[config.mk]
export PLATFORM = sky130hd
export DESIGN_NAME = i2cab_abort_cause
export DESIGN_NICKNAME = d
export VERILOG_FILES = /design/src/i2cab_pkg.sv /design/src/i2cab_abort_cause.sv
export SDC_FILE = /design/constraint.sdc
export NUM_CORES = 1
export LEC_CHECK = 0
export ABC_AREA = 1
export ABC_CLOCK_PERIOD_IN_PS = 2800
export BUFFER_PORTS_ARGS = -buffer_cell sky130_fd_sc_hd__buf_2
export CORE_MARGIN = 3
export CORE_UTILIZATION = 50
export DETAILED_ROUTE_END_ITERATION = 7
export PLACE_DENSITY = 0.79
export SLEW_MARGIN = 20
export SYNTH_ARGS = -nofsm -noshare
export SYNTH_HDL_FRONTEND = slang
export SYNTH_SLANG_ARGS = --single-unit
[constraint.sdc]
create_clock -name clock_i -period 2.8 [get_ports clock_i]
set_input_delay 0.42 -clock clock_i [delete_from_list [all_inputs] [get_ports clock_i]]
set_output_delay 0.42 -clock clock_i [all_outputs]
set_load 0.02 [all_outputs]
[src/i2cab_pkg.sv]
// constants shared by the transmit abort cause block.
// assumes a 32-bit classic wishbone bus and a 100 MHz system clock.
package i2cab_pkg;

  localparam int unsigned I2CAB_DW = 32;
  localparam int unsigned I2CAB_AW = 32;
  localparam int unsigned I2CAB_RW = 16;
  localparam int unsigned I2CAB_FLW = 6;

  // register byte addresses
  localparam logic [31:0] I2CAB_CFG_ADDR = 32'h5000_1300;
  localparam logic [31:0] I2CAB_TAR_ADDR = 32'h5000_1304;
  localparam logic [31:0] I2CAB_CMD_ADDR = 32'h5000_1310;
  localparam logic [31:0] I2CAB_CLR_ADDR = 32'h5000_1354;
  localparam logic [31:0] I2CAB_SRC_ADDR = 32'h5000_1380;

  // reset values
  localparam logic [15:0] I2CAB_CFG_RST = 16'h0021;
  localparam logic [15:0] I2CAB_TAR_RST = 16'h0000;
  localparam logic [15:0] I2CAB_SRC_RST = 16'h0000;

  // controller_config fields
  localparam int unsigned CFG_MASTER_EN = 0;
  localparam int unsigned CFG_HIGH_SPEED = 2;
  localparam int unsigned CFG_WIDE_ADDR = 4;
  localparam int unsigned CFG_RESTART = 5;

  // target_address_config fields
  localparam int unsigned TAR_GC_OR_SB = 10;
  localparam int unsigned TAR_CMD_SEL = 11;

  // data_command_word fields
  localparam int unsigned CMD_READ = 8;
  localparam int unsigned CMD_GCALL_READ = 9;
  localparam int unsigned CMD_W = 10;

  // abort cause bit positions
  localparam int unsigned AB_NARROW_NACK = 0;
  localparam int unsigned AB_WIDE1_NACK = 1;
  localparam int unsigned AB_WIDE2_NACK = 2;
  localparam int unsigned AB_DATA_NACK = 3;
  localparam int unsigned AB_BCAST_NACK = 4;
  localparam int unsigned AB_BCAST_READ = 5;
  localparam int unsigned AB_FCODE_ACK = 6;
  localparam int unsigned AB_SBYTE_ACK = 7;
  localparam int unsigned AB_FAST_NORS = 8;
  localparam int unsigned AB_SBYTE_NORS = 9;
  localparam int unsigned AB_WIDE_RD_NORS = 10;
  localparam int unsigned AB_MASTER_DIS = 11;
  localparam int unsigned AB_ARB_LOSS = 12;
  localparam int unsigned AB_SLV_FLUSH = 13;
  localparam int unsigned AB_SLV_LOSS = 14;
  localparam int unsigned AB_SLV_RD_CMD = 15;

  // kind of byte whose acknowledge slot the protocol engine reports
  typedef enum logic [2:0] {
    I2CAB_BK_ADDR7,
    I2CAB_BK_ADDR10_1,
    I2CAB_BK_ADDR10_2,
    I2CAB_BK_GCALL,
    I2CAB_BK_SBYTE,
    I2CAB_BK_FCODE,
    I2CAB_BK_DATA
  } i2cab_byte_kind_t;

endpackage

[src/i2cab_abort_cause.sv]
// transmit abort cause flags of the i2c controller, with a wishbone slave.
// assumes the protocol engine on the same clock reports byte and acknowledge
// results; scl and sda come straight from the pins and are synchronised here.
//
// Summary of operation
// - slave read answered with read command: flag 15
// - slave loses bus: flags 14 and 12
// - sda mismatch at scl rise means lost bus
// - slave read with stale fifo: flag 13, abort
// - master arbitration loss sets flag 12
// - master start while master disabled: flag 11
// - no restart, wide address read: flag 10
// - no restart, start byte attempt: flag 9
// - unfixed start byte cause reasserts flag 9
// - no restart, high speed transfer: flag 8
// - start byte acknowledged: flag 7
// - high speed code acknowledged: flag 6
// - read after general call: flag 5
// - general call not acknowledged: flag 4
// - master data byte not acknowledged: flag 3
// - second wide address byte unacknowledged: flag 2
// - first wide address byte unacknowledged: flag 1
// - narrow address unacknowledged: flag 0
//
// The Wishbone interface to the registers was decided locally.
`timescale 1ns/1ns
`default_nettype none

module i2cab_abort_cause
  import i2cab_pkg::*;
(
  input wire logic clock_i,
  input wire logic sys_rst_i,
  input wire logic [i2cab_pkg::I2CAB_AW-1:0] wb_adr_i,
  input wire logic [i2cab_pkg::I2CAB_DW-1:0] wb_dat_i,
  output logic [i2cab_pkg::I2CAB_DW-1:0] wb_dat_o,
  input wire logic wb_we_i,
  input wire logic [3:0] wb_sel_i,
  input wire logic wb_cyc_i,
  input wire logic wb_stb_i,
  output logic wb_ack_o,
  input wire logic scl_i,
  input wire logic sda_i,
  input wire logic master_tx_active_i,
  input wire logic slave_tx_active_i,
  input wire logic tx_bit_i,
  input wire logic slave_read_req_i,
  input wire logic [i2cab_pkg::I2CAB_FLW-1:0] tx_fifo_level_i,
  input wire logic byte_done_i,
  input wire i2cab_pkg::i2cab_byte_kind_t byte_kind_i,
  input wire logic byte_acked_i,
  input wire logic bus_stop_i,
  output logic cmd_push_o,
  output logic [i2cab_pkg::CMD_W-1:0] cmd_word_o,
  output logic transmit_abort_interrupt_o,
  output logic bus_lost_o
);
  import i2cab_pkg::*;

  // bus slave
  logic ack_q;
  logic [I2CAB_DW-1:0] rdata_q;
  logic req;
  logic wr_go;
  logic rd_go;
  logic half_sel;

  logic [15:0] cfg_q;
  logic [15:0] tar_q;
  logic [15:0] flags_q;
  logic [15:0] set_vec;
  logic clr_go;

  logic scl_m_q;
  logic scl_s_q;
  logic scl_p_q;
  logic sda_m_q;
  logic sda_s_q;
  logic scl_rise;
  logic mismatch;

  logic slv_rd_pend_q;
  logic gcall_done_q;
  logic sbyte_latched_q;
  logic sbyte_cause;
  logic cmd_go;
  logic [15:0] wr_word;
  logic cmd_ok;

  assign req = wb_cyc_i & wb_stb_i;
  // side effects only at the edge where the master sees ack
  assign wr_go = req & ack_q & wb_we_i;
  assign rd_go = req & ack_q & ~wb_we_i;
  assign half_sel = wb_sel_i[0] & wb_sel_i[1];
  assign wr_word = wb_dat_i[15:0];
  assign wb_ack_o = ack_q;

  function automatic logic hit(input logic [31:0] a, input logic [31:0] r);
    hit = (a == r);
  endfunction

  always_ff @(posedge clock_i) begin
    if (sys_rst_i) begin
      ack_q <= 1'b0;
    end else begin
      ack_q <= req & ~ack_q;
    end
  end

  // read data is latched at the same edge that raises ack so it stands with ack
  always_ff @(posedge clock_i) begin
    if (sys_rst_i) begin
      rdata_q <= '0;
    end else if (req & ~ack_q) begin
      if (hit(wb_adr_i, I2CAB_SRC_ADDR)) begin
        rdata_q <= {16'h0000, flags_q};
      end else if (hit(wb_adr_i, I2CAB_CFG_ADDR)) begin
        rdata_q <= {16'h0000, cfg_q};
      end else if (hit(wb_adr_i, I2CAB_TAR_ADDR)) begin
        rdata_q <= {16'h0000, tar_q};
      end else begin
        rdata_q <= '0;
      end
    end
  end
  assign wb_dat_o = rdata_q;

  always_ff @(posedge clock_i) begin
    if (sys_rst_i) begin
      cfg_q <= I2CAB_CFG_RST;
    end else if (wr_go && half_sel && hit(wb_adr_i, I2CAB_CFG_ADDR)) begin
      cfg_q <= wr_word;
    end
  end

  always_ff @(posedge clock_i) begin
    if (sys_rst_i) begin
      tar_q <= I2CAB_TAR_RST;
    end else if (wr_go && half_sel && hit(wb_adr_i, I2CAB_TAR_ADDR)) begin
      tar_q <= wr_word;
    end
  end

  assign cmd_go = wr_go & half_sel & hit(wb_adr_i, I2CAB_CMD_ADDR);
  // reading the clear register drops flag 9 and every other flag that is not raised again in the same cycle
  assign clr_go = rd_go & hit(wb_adr_i, I2CAB_CLR_ADDR);

  // a command that raises an abort is not handed on
  always_ff @(posedge clock_i) begin
    if (sys_rst_i) begin
      cmd_push_o <= 1'b0;
      cmd_word_o <= '0;
    end else begin
      cmd_push_o <= cmd_go & cmd_ok;
      if (cmd_go) begin
        cmd_word_o <= wr_word[CMD_W-1:0];
      end
    end
  end

  // pin synchronisers; the first stage feeds only the second
  always_ff @(posedge clock_i) begin
    if (sys_rst_i) begin
      scl_m_q <= 1'b1;
      scl_s_q <= 1'b1;
      scl_p_q <= 1'b1;
      sda_m_q <= 1'b1;
      sda_s_q <= 1'b1;
    end else begin
      scl_m_q <= scl_i;
      scl_s_q <= scl_m_q;
      scl_p_q <= scl_s_q;
      sda_m_q <= sda_i;
      sda_s_q <= sda_m_q;
    end
  end

  assign scl_rise = scl_s_q & ~scl_p_q;
  // a released one read back as zero means another driver won
  assign mismatch = scl_rise & (sda_s_q != tx_bit_i) &
                    (master_tx_active_i | slave_tx_active_i);

  always_ff @(posedge clock_i) begin
    if (sys_rst_i) begin
      bus_lost_o <= 1'b0;
    end else begin
      bus_lost_o <= mismatch;
    end
  end

  // outstanding slave read request, answered by the next command write
  always_ff @(posedge clock_i) begin
    if (sys_rst_i) begin
      slv_rd_pend_q <= 1'b0;
    end else if (slave_read_req_i) begin
      slv_rd_pend_q <= 1'b1;
    end else if (cmd_go | bus_stop_i) begin
      slv_rd_pend_q <= 1'b0;
    end
  end

  // general call sent and acknowledged, until stop
  always_ff @(posedge clock_i) begin
    if (sys_rst_i) begin
      gcall_done_q <= 1'b0;
    end else if (byte_done_i && byte_kind_i == I2CAB_BK_GCALL &&
                 byte_acked_i) begin
      gcall_done_q <= 1'b1;
    end else if (bus_stop_i) begin
      gcall_done_q <= 1'b0;
    end
  end

  assign sbyte_cause = ~cfg_q[CFG_RESTART] & tar_q[TAR_CMD_SEL] &
                       tar_q[TAR_GC_OR_SB];

  // start byte abort stays armed while its cause is left in place
  always_ff @(posedge clock_i) begin
    if (sys_rst_i) begin
      sbyte_latched_q <= 1'b0;
    end else if (!sbyte_cause) begin
      sbyte_latched_q <= 1'b0;
    end else if (cmd_go) begin
      sbyte_latched_q <= 1'b1;
    end
  end

  always_comb begin
    set_vec = '0;
    // software side causes, judged at the command write
    if (cmd_go) begin
      set_vec[AB_SLV_RD_CMD] = slv_rd_pend_q & wr_word[CMD_READ];
      set_vec[AB_MASTER_DIS] = ~slv_rd_pend_q &
                               ~cfg_q[CFG_MASTER_EN];
      set_vec[AB_WIDE_RD_NORS] = ~cfg_q[CFG_RESTART] &
                                 cfg_q[CFG_WIDE_ADDR] &
                                 wr_word[CMD_READ];
      set_vec[AB_SBYTE_NORS] = sbyte_cause;
      set_vec[AB_FAST_NORS] = ~cfg_q[CFG_RESTART] &
                              cfg_q[CFG_HIGH_SPEED];
      set_vec[AB_BCAST_READ] = gcall_done_q &
                               wr_word[CMD_GCALL_READ];
    end
    if (sbyte_latched_q) begin
      set_vec[AB_SBYTE_NORS] = 1'b1;
    end
    // stale data left when a remote master asks to read
    if (slave_read_req_i && tx_fifo_level_i != '0) begin
      set_vec[AB_SLV_FLUSH] = 1'b1;
    end
    // lost bus, with both roles possibly active at once
    if (mismatch) begin
      set_vec[AB_ARB_LOSS] = 1'b1;
      set_vec[AB_SLV_LOSS] = slave_tx_active_i;
    end
    // acknowledge slot results from the master engine
    if (byte_done_i && master_tx_active_i) begin
      case (byte_kind_i)
        I2CAB_BK_ADDR7: begin
          set_vec[AB_NARROW_NACK] = ~byte_acked_i;
        end
        I2CAB_BK_ADDR10_1: begin
          set_vec[AB_WIDE1_NACK] = ~byte_acked_i;
        end
        I2CAB_BK_ADDR10_2: begin
          set_vec[AB_WIDE2_NACK] = ~byte_acked_i;
        end
        I2CAB_BK_GCALL: begin
          set_vec[AB_BCAST_NACK] = ~byte_acked_i;
        end
        I2CAB_BK_SBYTE: begin
          set_vec[AB_SBYTE_ACK] = byte_acked_i;
        end
        I2CAB_BK_FCODE: begin
          set_vec[AB_FCODE_ACK] = byte_acked_i &
                                  cfg_q[CFG_HIGH_SPEED];
        end
        I2CAB_BK_DATA: begin
          set_vec[AB_DATA_NACK] = ~byte_acked_i;
        end
        default: begin
          set_vec[AB_NARROW_NACK] = 1'b0;
        end
      endcase
    end
  end

  // a command is forwarded only if it raises no software side cause
  always_comb begin
    cmd_ok = 1'b1;
    if (cmd_go) begin
      cmd_ok = ~(set_vec[AB_SLV_RD_CMD] | set_vec[AB_MASTER_DIS] |
                   set_vec[AB_WIDE_RD_NORS] | set_vec[AB_SBYTE_NORS] |
                   set_vec[AB_FAST_NORS] | set_vec[AB_BCAST_READ]);
    end
  end

  // sticky flags: a new event beats a clear, except that flag 9
  // drops for the clearing cycle so software sees the cause return
  always_ff @(posedge clock_i) begin
    if (sys_rst_i) begin
      flags_q <= I2CAB_SRC_RST;
    end else if (clr_go) begin
      flags_q <= set_vec & ~(16'h0001 << AB_SBYTE_NORS);
    end else begin
      flags_q <= flags_q | set_vec;
    end
  end

  always_ff @(posedge clock_i) begin
    if (sys_rst_i) begin
      transmit_abort_interrupt_o <= 1'b0;
    end else begin
      transmit_abort_interrupt_o <= |(flags_q | set_vec);
    end
  end

  // checks
  slave_loss_pair_a: assert property (@(posedge clock_i)
    disable iff (sys_rst_i)
    mismatch && slave_tx_active_i
    |=> flags_q[AB_SLV_LOSS] && flags_q[AB_ARB_LOSS])
    else $error("slave bus loss did not set flags 14 and 12");

  pin_mismatch_a: assert property (@(posedge clock_i)
    disable iff (sys_rst_i)
    $rose(scl_s_q) && master_tx_active_i && sda_s_q != tx_bit_i
    |=> bus_lost_o && flags_q[AB_ARB_LOSS])
    else $error("data line mismatch not seen as bus loss");

  stale_flush_a: assert property (@(posedge clock_i)
    disable iff (sys_rst_i)
    slave_read_req_i && tx_fifo_level_i != 0
    |=> flags_q[AB_SLV_FLUSH] ##1 transmit_abort_interrupt_o)
    else $error("stale fifo read did not abort");

  slave_rd_cmd_a: assert property (@(posedge clock_i)
    disable iff (sys_rst_i)
    cmd_go && slv_rd_pend_q && wr_word[CMD_READ]
    |=> flags_q[AB_SLV_RD_CMD] && !cmd_push_o)
    else $error("read command answering a slave read not flagged");

  master_off_a: assert property (@(posedge clock_i)
    disable iff (sys_rst_i)
    cmd_go && !cfg_q[CFG_MASTER_EN] && !slv_rd_pend_q
    |=> flags_q[AB_MASTER_DIS] && !cmd_push_o)
    else $error("command with master off not flagged");

  sbyte_reassert_a: assert property (@(posedge clock_i)
    disable iff (sys_rst_i)
    clr_go && sbyte_latched_q && sbyte_cause
    |=> !flags_q[AB_SBYTE_NORS] ##1 flags_q[AB_SBYTE_NORS])
    else $error("start byte flag did not clear once and return");

  narrow_nack_a: assert property (@(posedge clock_i)
    disable iff (sys_rst_i)
    byte_done_i && master_tx_active_i && byte_kind_i == I2CAB_BK_ADDR7
    && !byte_acked_i |=> flags_q[AB_NARROW_NACK])
    else $error("narrow address nack not flagged");

  data_nack_a: assert property (@(posedge clock_i)
    disable iff (sys_rst_i)
    byte_done_i && !master_tx_active_i |=> $stable(flags_q[AB_DATA_NACK])
    || clr_go || $past(clr_go))
    else $error("data nack flag moved outside master mode");

  sticky_flags_a: assert property (@(posedge clock_i)
    disable iff (sys_rst_i)
    !clr_go |=> (flags_q & $past(flags_q)) == $past(flags_q))
    else $error("abort flag dropped without a clear");

  bus_ack_a: assert property (@(posedge clock_i)
    disable iff (sys_rst_i)
    req && !ack_q |=> wb_ack_o ##1 !wb_ack_o)
    else $error("wishbone ack not a single cycle");

endmodule

`default_nettype wire

-- Word level (Yosys, flattened, before mapping)
Cells that the tools add are included.
W data, S select, Z words.
- mux-type cells: 25
- bitwise logic cells: 39
- reductions and logical operators: 14
- equal/unequal tests: 12
- operators with widths (operator ; number):
    $eq A32 B31 Y1 const B ; 5
    $mux W16 ; 4
    $and A1 B1 Y1 ; 22
    $mux W1 ; 18
    $or A16 B16 Y16 ; 1
    $reduce_or A16 Y1 ; 1
    $eq A3 B3 Y1 const B ; 3
    $not A1 Y1 ; 9
    $logic_and A1 B1 Y1 ; 7
    $or A1 B1 Y1 ; 7
    $eq A3 B2 Y1 const B ; 2
    $reduce_bool A6 Y1 ; 1
    $mux W5 ; 1
    $mux W4 ; 1
    $reduce_bool A2 Y1 ; 2
    $reduce_or A2 Y1 ; 2
    $eq A3 B1 Y1 const B ; 1
    $logic_not A3 Y1 ; 1
    $mux W2 ; 1
    $ne A1 B1 Y1 ; 1
- output and inout port bits: 46
- word-level logic and storage cells: 108
- input port bits: 91
- register bits: 102

-- Logic depth before layout (Yosys ltp)
Gate-level depths: netlist of the first run.
- depth after elaboration: 14
- depth in mapped cells: 11
- gate-level depth less buffers: 10

-- Least setup slack after synthesis of the first run
Ideal clock, no wire load.
- path type: in2reg
- start point: in wb_adr_i[1] (netlist name)
- end point: reg rdata_q[10], in the netlist wb_dat_o[10]
- required time: 2.678 ns
- arrival time: 1.436 ns
- setup time: 0.122 ns
- stages: 9
- setup slack: 1.243 ns
- path buffers: 1
- cell sequence: nor2_2 > nand2_1 > inv_2 > nand3_4 > nor2_8 > nand3_4 > clkbuf_1 > nand3_1 > a21oi_2
- longest elaborated chain between the ends: 4
- elaborated cells on any way between the ends: 6
- those cells by class: eq/ne: 3; mux: 3
- RTL lines (element ; line ; text):
    from (decl) ; i2cab_abort_cause.sv:34 ; input wire logic [i2cab_pkg::I2CAB_AW-1:0] wb_adr_i,
    $eq A32 B31 Y1 ; i2cab_abort_cause.sv:99 ; hit = (a == r);
    $mux W16 ; i2cab_abort_cause.sv:119 ; end else if (hit(wb_adr_i, I2CAB_TAR_ADDR)) begin
    $mux W16 ; i2cab_abort_cause.sv:117 ; end else if (hit(wb_adr_i, I2CAB_CFG_ADDR)) begin
    $mux W16 * ; i2cab_abort_cause.sv:115 ; if (hit(wb_adr_i, I2CAB_SRC_ADDR)) begin
    to (signal assigned) ; i2cab_abort_cause.sv:116 ; rdata_q <= {16'h0000, flags_q};
    to (signal assigned) ; i2cab_abort_cause.sv:118 ; rdata_q <= {16'h0000, cfg_q};
    to (signal assigned) ; i2cab_abort_cause.sv:120 ; rdata_q <= {16'h0000, tar_q};
    to (decl) ; i2cab_abort_cause.sv:62 ; logic [I2CAB_DW-1:0] rdata_q;
Every way passes the cells marked *; elsewhere a longest branch is shown, timed or not.
A chain may end at the register's enable or synchronous reset.

-- Worst setup path in the final report of the first run
- start point: reg ack_q, in the netlist wb_ack_o
- end point: reg cfg_q[12]
- longest elaborated chain between the ends: 4
- RTL lines (element ; line ; text):
    from (decl) ; i2cab_abort_cause.sv:61 ; logic ack_q;
    from (signal assigned) ; i2cab_abort_cause.sv:106 ; ack_q <= req & ~ack_q;
    $and A1 B1 Y1 (2 in a row) ; i2cab_abort_cause.sv:92 ; assign wr_go = req & ack_q & wb_we_i;
    $logic_and A1 B1 Y1 (2 in a row) ; i2cab_abort_cause.sv:131 ; end else if (wr_go && half_sel && hit(wb_adr_i, I2CAB_CFG_ADDR)) begin
    to (signal assigned) ; i2cab_abort_cause.sv:132 ; cfg_q <= wr_word;
    to (decl) ; i2cab_abort_cause.sv:68 ; logic [15:0] cfg_q;
No other way between the ends.

==> metrics.cfg, run 1 <==
[power]
power.density_nw_per_um2=518
ir_worst_vdd_mv=0.432
clockPowerShare_pct=41.3
internal_power_mw=1.95
swShare_pct=23.8
pwr-share-comb_pct=9.6
p_sw_uw=609
leakagePower_nw=2.18
p_seq_share_pct=49.1

[finish]
final_nets=780
final_cell_mix=102 x buf_2, 88 x nand2_1, 86 x dfxtp_1
area.growth.synth_to_final_pct=17.0
layout_commonest_cell=buf_2
drive_gt1_share_pct=23.2
diodes=0

[timing]
max_freq_mhz=550
finalHoldViolCount=0
post-route-period-util_pct=64.9
report.final.slew_viol_count=0
setup_viol=0
rsz0062_at_grt=no
period_minus_slack_ps=1820
finalWorstSetupSlack_ps=983
fin_tns_setup_ps=0
tightest_slew_ps=627
slew_headroom_pct=58.2
fin_worst_skew_ps=8.77

[floorplan]
pin_count=137
die_w_um=97.8
coreArea_um2=7970
start_util_pct=52.9
die_h_um=97.8
rows=32
die_area_um2=9560

[routing]
final_antenna_net_count=0
drt-total-wl_mm=10.5
vias=4113
drtIter0Drc=300
first_pass_iters=5
via_per_inst=5.17
wl_per_cell_um=13.2
remaining_drc_errors=0

[global_routing]
grt.total_usage_pct=22.3
antenna_found_initial=0
grt_first_pass_wirelength_mm=17.5
grt_pass1_vias=3822
overflow=0
grt_max_degree=50

[synthesis]
yosys.area.top_type=dfxtp_1
ys_seq_area_share_pct=40.9
synthCells=598
synth_top_area_share_pct=40.9
yosysWarnings=0
avgSynthCellArea_um2=7.04
ys_seq_elements=86
synthesis.area_um2=4210
ys_top_cells_by_area=dfxtp_1 41%, nand2_1 7.8%, inv_1 6.6%, nor2_1 6.5%, o21ai_0 6.1%
synth.distinct_cells=32

[setup_path]
crit_path_start_kind=flop
critPathKind=flop to flop
cp_max_fo=14
worstPathRequired_ps=3090
critPathLaunch=wb_ack_o$_SDFF_PP0_
r2r_start=wb_ack_o$_SDFF_PP0_
endpoint_kind=flop
crit_arrival_ps=2100
reg2regPathDepth=8
endpoint=cfg_q[12]$_SDFFE_PP0P_
r2r-end=cfg_q[12]$_SDFFE_PP0P_
rrSetupSlack_ps=980

[clock_tree]
cts_buffers=9
ctsHtreeMaxLevel=3
clkLatencyLatePin_ps=370
cts_tree=built
cts_num_sinks=86
cts-root-buf=clkbuf_8
cts_setup_buffers=0
ctsHoldBuffers=0
clk_pin_slew_ps=80
clock_path_buffers=2
ctsResizeCount=0

[worst_hold_path]
min_path_type=input port to flop
min_from=sda_i

[placed_design]
numPortBuffers=102
dp_hpwl_mm=7.85
pre_cts_ws_ps=645
gp_congestion=0.847

[status]
outcome=finished, final reports clean

[flow_run]
maxCapViolCount=0

-- flip-flops by register name (all words and copies together), names as in the netlist, 10 cells and up --
register / cells
cmd_word_o: 10
flags_q: 16
tar_q: 16
wb_dat_o: 16
cfg_q: 16
-- metrics by stage --
step           area (µm²)  util (%)  total power [mW]  hold slack [ps]  std cells
6_report             4930      61.9              2.56              231        796
3_3_place_gp         4680      58.8              1.52              394        780
2_1_floorplan        4270         -              1.44              389        613
5_1_grt              4930      61.9              2.66              218        796
4_1_cts              4930      61.9              2.57              220        796
3_5_place_dp         4680      58.8              1.53              400        780
-- worst max-delay path: stages, from the launching register on --
cell	delay, ps
dfxtp_1	370
inv_1	60
nor2_2	180
nand2_1	120
inv_1	150
nand3_2	310
inv_2	330
nand2_1	90
a21oi_1	130
-- Yosys cell counts (all sizes together) --
master,number
nand2,91
dfxtp,86
o21ai,86
nor2,80
inv,79
a21oi,52
nand3,41
buf,26
clkbuf,16
nand3b,12
nor3,9
nand4,8
or2,4
a31oi,2
o31ai,2
a22oi,1
clkinv,1
conb,1
nor4,1
-- metal layers --
metal / global-route usage, % / up-vias / routed length (µm)
met3: 5.93 / 15 / 808
met2: 36.6 / 146 / 4950
li1: - / 2087 / -
met5: 0 / - / 0
met4: 6.39 / 0 / 195
met1: 29.0 / 1865 / 4560
-- final cells by class --
| cell class | count | area (µm²) |
|---|---|---|
| Fill cell | 736 | 3040 |
| Multi-Input combinational cell | 405 | 1990 |
| Timing Repair Buffer | 107 | 548 |
| Tap cell | 102 | 128 |
| Clock inverter | 6 | 109 |
| Sequential cell | 86 | 1720 |
| Inverter | 80 | 300 |
| Clock buffer | 10 | 138 |
-- cell families after synthesis --
group           synth area share, %
compound gates                 18.5
buf+inv                        13.3
flops                          40.9
other cells                  0.0890
simple gates                   27.2
-- how the worst min path moves through the flow --
stage,slack [ps],cells after the start,end
3_3_place_gp,390,1,sda_s_q$_SDFF_PP1_
6_report,230,2,sda_m_q$_SDFF_PP1_
3_5_place_dp,400,1,sda_s_q$_SDFF_PP1_
4_1_cts,220,2,scl_m_q$_SDFF_PP1_
2_1_floorplan,390,1,scl_s_q$_SDFF_PP1_
5_1_grt,220,2,scl_m_q$_SDFF_PP1_
-- power by group through the flow --
stage                     clock [mW]  combinational (mW)  sequential (mW)
final                           1.06               0.244             1.26
after global routing            1.13               0.273             1.26
after floorplan                    0               0.138             1.30
after detailed placement           0               0.243             1.28
after CTS                       1.07               0.244             1.26
after global placement             0               0.237             1.28
No activity file was read; power rests on OpenSTA's default activity.
==> inputs of run 2 (changes only) <==
--- a/config.mk
+++ b/config.mk
@@ -5,13 +5,13 @@
 export SDC_FILE = /design/constraint.sdc
 export NUM_CORES = 1
 export LEC_CHECK = 0
-export ABC_AREA = 1
-export ABC_CLOCK_PERIOD_IN_PS = 2800
+export ABC_AREA = 0
+export ABC_CLOCK_PERIOD_IN_PS = 1600
 export BUFFER_PORTS_ARGS = -buffer_cell sky130_fd_sc_hd__buf_2
 export CORE_MARGIN = 3
-export CORE_UTILIZATION = 50
+export CORE_UTILIZATION = 44
 export DETAILED_ROUTE_END_ITERATION = 7
-export PLACE_DENSITY = 0.79
+export PLACE_DENSITY = 0.76
 export SLEW_MARGIN = 20
 export SYNTH_ARGS = -nofsm -noshare
 export SYNTH_HDL_FRONTEND = slang
==> constraint.sdc (replaced) <==
create_clock -name clock_i -period 1.6 [get_ports clock_i]
set_input_delay 0.24 -clock clock_i [delete_from_list [all_inputs] [get_ports clock_i]]
set_output_delay 0.24 -clock clock_i [all_outputs]
set_load 0.02 [all_outputs]
==> run 2 against run 1 <==
Against the previous run:
- the flow now finishes with violations (setup timing)
- synthesized area is 13% lower
- sequential power rose by 72%
- die area down 1.4%
- sequential cell count unchanged
- core utilization fell by 1.9 points
- clock-buffer cell count decreased by 1
- first-iteration DRC count down 59%
- hold slack worse by 180 ps
- clock skew increased by 3.3 ps
- sequential share of layout area up 1.5 points
- clock power rose by 31%
- register-to-register slack lost 1100 ps
- largest cell class unchanged
==> metrics.cfg, run 2 <==
[finish]
layout_commonest_cell=buf_2
stdcell_area_um2=4730
drive_gt1_share_pct=35.7
final_cell_mix=101 x buf_2, 85 x dfxtp_1, 52 x nor2_1
final_nets=585
diodes=0
area.growth.synth_to_final_pct=29.5

[synthesis]
synthArstFlopShare_pct=0
avgSynthCellArea_um2=9.69
synth.distinct_cells=49
synth_top_area_share_pct=47.1
ys_seq_area_share_pct=47.1
synth_ff_type=dfxtp_1
synth_most_common_cell=dfxtp_1
ys_top_cells_by_area=dfxtp_1 47%, mux2i_1 11%, nor2_1 5.5%, a221o_1 4.4%, buf_4 3.5%
synth_top_family_by_area=simple AND/OR/NAND/NOR gates
synthCells=377
synth-adder-area-share_pct=0
synth_xor_area_share_pct=0.240
ys_top_cells_by_count=86 x dfxtp_1, 54 x nor2_1, 40 x mux2i_1, 22 x nand2_1
ys_seq_elements=86
yosys.area.top_type=dfxtp_1
synthMuxAreaShare_pct=11.0
synthesis.area_um2=3650
yosys.area_share.simple_pct=20.0
synth-edff-count=0
synth-compound-area-share_pct=14.8
yosysWarnings=0

[power]
leakagePower_nw=1.97
pwr-share-comb_pct=7.7
p_sw_uw=994
swShare_pct=25.8
fin_total_pwr_mw=3.85
p_seq_share_pct=56.3
internal_power_mw=2.85
power.density_nw_per_um2=813
clockPowerShare_pct=36.1
ir_worst_vdd_mv=0.675

[clock_tree]
clock_path_buffers=2
ctsHtreeMaxLevel=3
clkLatencyLatePin_ps=370
cts-root-buf=clkbuf_8
cts_num_sinks=86
clk_pin_slew_ps=90
ctsHoldBuffers=0
cts_tree=built
cts_buffers=9

[setup_path]
worstPathRequired_ps=1850
crit_path_start_kind=input port
crit_arrival_ps=1960
endpoint_kind=flop
cp_max_fo=10
rrSetupSlack_ps=-70
critPathKind=input port to flop

[floorplan]
pin_count=137
start_util_pct=46.3
die_h_um=97.1
die_area_um2=9430
coreArea_um2=7890
die_w_um=97.1
rows=32

[global_routing]
antenna_found_initial=0
grt_pass1_vias=3159
overflow=0
grt_first_pass_wirelength_mm=15.3
grt.total_usage_pct=20.0
grt_max_degree=45

[timing]
report.final.slew_viol_count=0
holdWs_ps=48.1
tightest_slew_ps=662
period_minus_slack_ps=1700
post-route-period-util_pct=107
rsz0062_at_grt=yes
setup_viol=49
fin_worst_skew_ps=12.1
slew_headroom_pct=55.8
finalWorstSetupSlack_ps=-104
max_freq_mhz=587
finalHoldViolCount=0
fin_tns_setup_ps=-2810

[routing]
final_antenna_net_count=0
vias=3216
first_pass_iters=4
wl_per_cell_um=15.4
drt-total-wl_mm=9.23
via_per_inst=5.35
remaining_drc_errors=0
drtIter0Drc=124

[flow_run]
maxCapViolCount=0

[status]
violations=setup timing
outcome=finished, violations left

[placed_design]
placed_area_um2=4410
numPortBuffers=102
dp_hpwl_mm=6.79
gp_congestion=0.857
pre_cts_ws_ps=-619

[worst_hold_path]
min_path_type=input port to flop

-- run 2: changes by cell type in the layout (fill, tap and decap cells not counted), moves of 9 or more --
cell / delta
inv_1: -69
nand2_1: -67
mux2i_1: +40
nand3_1: -36
o21ai_1: -35
o21ai_0: -34
a21oi_1: -25
nor2_1: -21
a221o_1: +16
a21oi_2: -11
a22o_1: +9
buf_4: +9
buf_6: +9
nand3b_1: -9
-- run 2: critical path, cell delays in order --
cell	delay [ps]
buf_6	90
or4b_4	530
or3_4	450
nor3_4	210
buf_12	180
mux2i_1	200
nor2_1	50
-- run 2: metal layers --
metal	vias to the layer above	GRT usage (%)	routed length (µm)
li1	1577	-	-
met2	94	33.3	4580
met5	-	0	0
met3	10	5.10	508
met1	1535	25.4	4020
met4	0	6.80	128
-- run 2: kinds of logic after synthesis --
| logic type | Yosys count |
|---|---|
| flip-flops | 86 |
| AND/OR/NAND/NOR | 134 |
| other | 1 |
| buffers and inverters | 41 |
| multiplexers | 40 |
| XOR/XNOR | 1 |
| AO/OA/AOI/OAI | 74 |
-- run 2: what timing repair did --
| item | 4_1_cts | 5_1_grt |
|---|---|---|
| endpoints found under the setup margin | 69 | 77 |
| resized for setup | 20 | 9 |
| buffers inserted | 3 | 1 |
| pin swaps | 5 | 12 |
| gates cloned | 1 | 0 |
-- run 2: path summary, 6_finish.rpt --
kind	start	to	cells after the start
hold reg to reg	sda_m_q$_SDFF_PP1_	sda_s_q$_SDFF_PP1_	1
hold / removal	scl_i	scl_m_q$_SDFF_PP1_	2
setup / recovery	wb_adr_i[13]	cmd_word_o[8]$_SDFFE_PP0P_	7
setup reg to reg	wb_ack_o$_SDFF_PP0_	cmd_word_o[8]$_SDFFE_PP0P_	7
-- run 2: power by group through the flow --
| stage | clock [mW] | sequential (mW) | combinational [mW] |
|---|---|---|---|
| 2_1_floorplan | 0 | 2.22 | 0.154 |
| 3_3_place_gp | 0 | 2.21 | 0.276 |
| 3_5_place_dp | 0 | 2.21 | 0.283 |
| 4_1_cts | 1.40 | 2.16 | 0.291 |
| 5_1_grt | 1.49 | 2.17 | 0.321 |
| 6_report | 1.39 | 2.17 | 0.294 |
-- run 2: layout make-up --
cell class / instances / area (µm²)
well taps: 102 / 128
repair buffers: 127 / 772
clock buffers: 9 / 124
flip-flops and latches: 86 / 1720
clock inverters: 7 / 53.8
inverters: 5 / 18.8
fillers: 648 / 3160
multi-input cells: 265 / 1910
-- run 2: stage by stage --
step,utilization [%],cells
final,60.0,601
after global routing,60.0,601
after floorplan,-,392
after CTS,59.9,602
after global placement,56.0,582
after detailed placement,56.0,582
==> inputs of run 3 (changes only) <==
--- a/config.mk
+++ b/config.mk
@@ -8,10 +8,13 @@
 export ABC_AREA = 0
 export ABC_CLOCK_PERIOD_IN_PS = 1600
 export BUFFER_PORTS_ARGS = -buffer_cell sky130_fd_sc_hd__buf_2
+export CELL_PAD_IN_SITES_DETAIL_PLACEMENT = 0
+export CELL_PAD_IN_SITES_GLOBAL_PLACEMENT = 2
 export CORE_MARGIN = 3
-export CORE_UTILIZATION = 44
+export CORE_UTILIZATION = 26
 export DETAILED_ROUTE_END_ITERATION = 7
-export PLACE_DENSITY = 0.76
+export PLACE_DENSITY_LB_ADDON = 0.1
+export REMOVE_ABC_BUFFERS = 1
 export SLEW_MARGIN = 20
 export SYNTH_ARGS = -nofsm -noshare
 export SYNTH_HDL_FRONTEND = slang
==> run 3 against run 2 <==
Against the previous run:
- combinational power is 6.8% higher
- cell count is 15% higher
- power is 23% higher
- critical path type unchanged
- the flow still finishes with violations (setup timing)
- clock-buffer cell count is 3 higher
- largest cell class unchanged
==> metrics.cfg, run 3 (same netlist as run 2, synthesis figures left out) <==
[routing]
first_pass_iters=4
wl_per_cell_um=17.3
wl_met3_um=545
drtIter0Drc=108
routed.top_layer=met4
via_per_inst=4.69
vias=3236
wl_met2_mm=5.41
wl_met1_mm=5.78
drt-total-wl_mm=11.9
remaining_drc_errors=0
final_antenna_net_count=0

[setup_path]
critPathLaunch=wb_adr_i[13]
r2r_start=wb_ack_o$_SDFF_PP0_
rrSetupSlack_ps=-100
cp_max_fo=18
endpoint_kind=flop
crit_path_start_kind=input port
crit_arrival_ps=2010
critPathKind=input port to flop
worstPathRequired_ps=1820
r2r-end=cfg_q[5]$_SDFFE_PP1P_
reg2regPathDepth=7

[worst_hold_path]
min_from=sda_i
holdPathStages=2
min_path_type=input port to flop
worstHoldEndpoint=sda_m_q$_SDFF_PP1_

[global_routing]
grt_first_pass_wirelength_mm=18.7
antenna_found_initial=0
grt_pass1_vias=3320
grt.total_usage_pct=15.3
overflow=0
grt_max_degree=41

[timing]
fin_tns_setup_ps=-6260
max_freq_mhz=559
fin_worst_skew_ps=9.20
report.final.slew_viol_count=0
holdWs_ps=89.6
period_minus_slack_ps=1790
rsz0062_at_grt=yes
finalHoldViolCount=0
setup_viol=59
post-route-period-util_pct=112
finalWorstSetupSlack_ps=-189

[finish]
stdcell_area_um2=5110
layout_commonest_cell=buf_2
diodes=0
fin_util_pct=37.8
drive_gt1_share_pct=36.8
final_nets=600
stdcell_count=690
final_cell_mix=98 x buf_2, 85 x dfxtp_1, 54 x nor2_1
area.growth.synth_to_final_pct=39.9

[clock_tree]
clkLatencyLatePin_ps=340
ctsHoldBuffers=0
cts_num_sinks=86
ctsHtreeMaxLevel=3
clock_path_buffers=2
cts_tree=built
clk_pin_slew_ps=60
cts-root-buf=clkbuf_16
cts_buffers=9

[placed_design]
placed_area_um2=4530
gp_congestion=0.789
pre_cts_ws_ps=-676
dpl.cell_count=666
dp_hpwl_mm=8.24
numPortBuffers=102

[floorplan]
rows=42
die_h_um=125
start_util_pct=27.0
coreArea_um2=13500
die_w_um=125
die_area_um2=15500
pin_count=137

[status]
violations=setup timing
outcome=finished, violations left

[power]
fin_total_pwr_mw=4.73
power.density_nw_per_um2=927
leakagePower_nw=2.11
ir_worst_vdd_mv=0.563

[flow_run]
maxCapViolCount=0

==> run 3: worst max-delay path, cell delays in order <==
cell	delay, ps
buf_6	90
or4b_4	530
or3_4	450
nor3_4	160
buf_12	200
nor2b_1	60
a211o_1	250
==> run 3: worst max-delay path by stage <==
stage	slack [ps]	cells after the start	end
after floorplan	-820	5	cfg_q[0]$_SDFFE_PP1P_
after global placement	-640	7	cfg_q[0]$_SDFFE_PP1P_
after detailed placement	-680	7	flags_q[15]$_SDFF_PP0_
after CTS	-180	7	cfg_q[5]$_SDFFE_PP1P_
after global routing	-230	7	cmd_word_o[2]$_SDFFE_PP0P_
final	-190	7	cfg_q[5]$_SDFFE_PP1P_
==> run 3: power by group <==
group	switching, mW	internal [mW]	total (mW)
logic	0.181	0.133	0.314
registers	0.0123	2.16	2.17
clock network	0.843	1.41	2.25
total	1.04	3.70	4.73
==> run 3: routing by layer <==
metal	vias to the layer above	GRT usage (%)
met1	1515	20.7
met5	-	0
met2	99	24.1
met4	0	4.77
li1	1604	-
met3	18	3.52
==> run 3: layout make-up <==
type                            instances  area [µm²]
Timing Repair Buffer                  142         966
Clock inverter                          4        70.1
Inverter                                5        18.8
Sequential cell                        86        1720
Tap cell                              176         220
Multi-Input combinational cell        265        1860
Fill cell                            1390        8400
Clock buffer                           12         246
==> run 3: timing repair <==
| action | in CTS | in global routing |
|---|---|---|
| cloned | 2 | 0 |
| setup buffers | 3 | 3 |
| endpoints found under the setup margin | 68 | 76 |
| pin swaps | 15 | 12 |
| resized for setup | 23 | 13 |
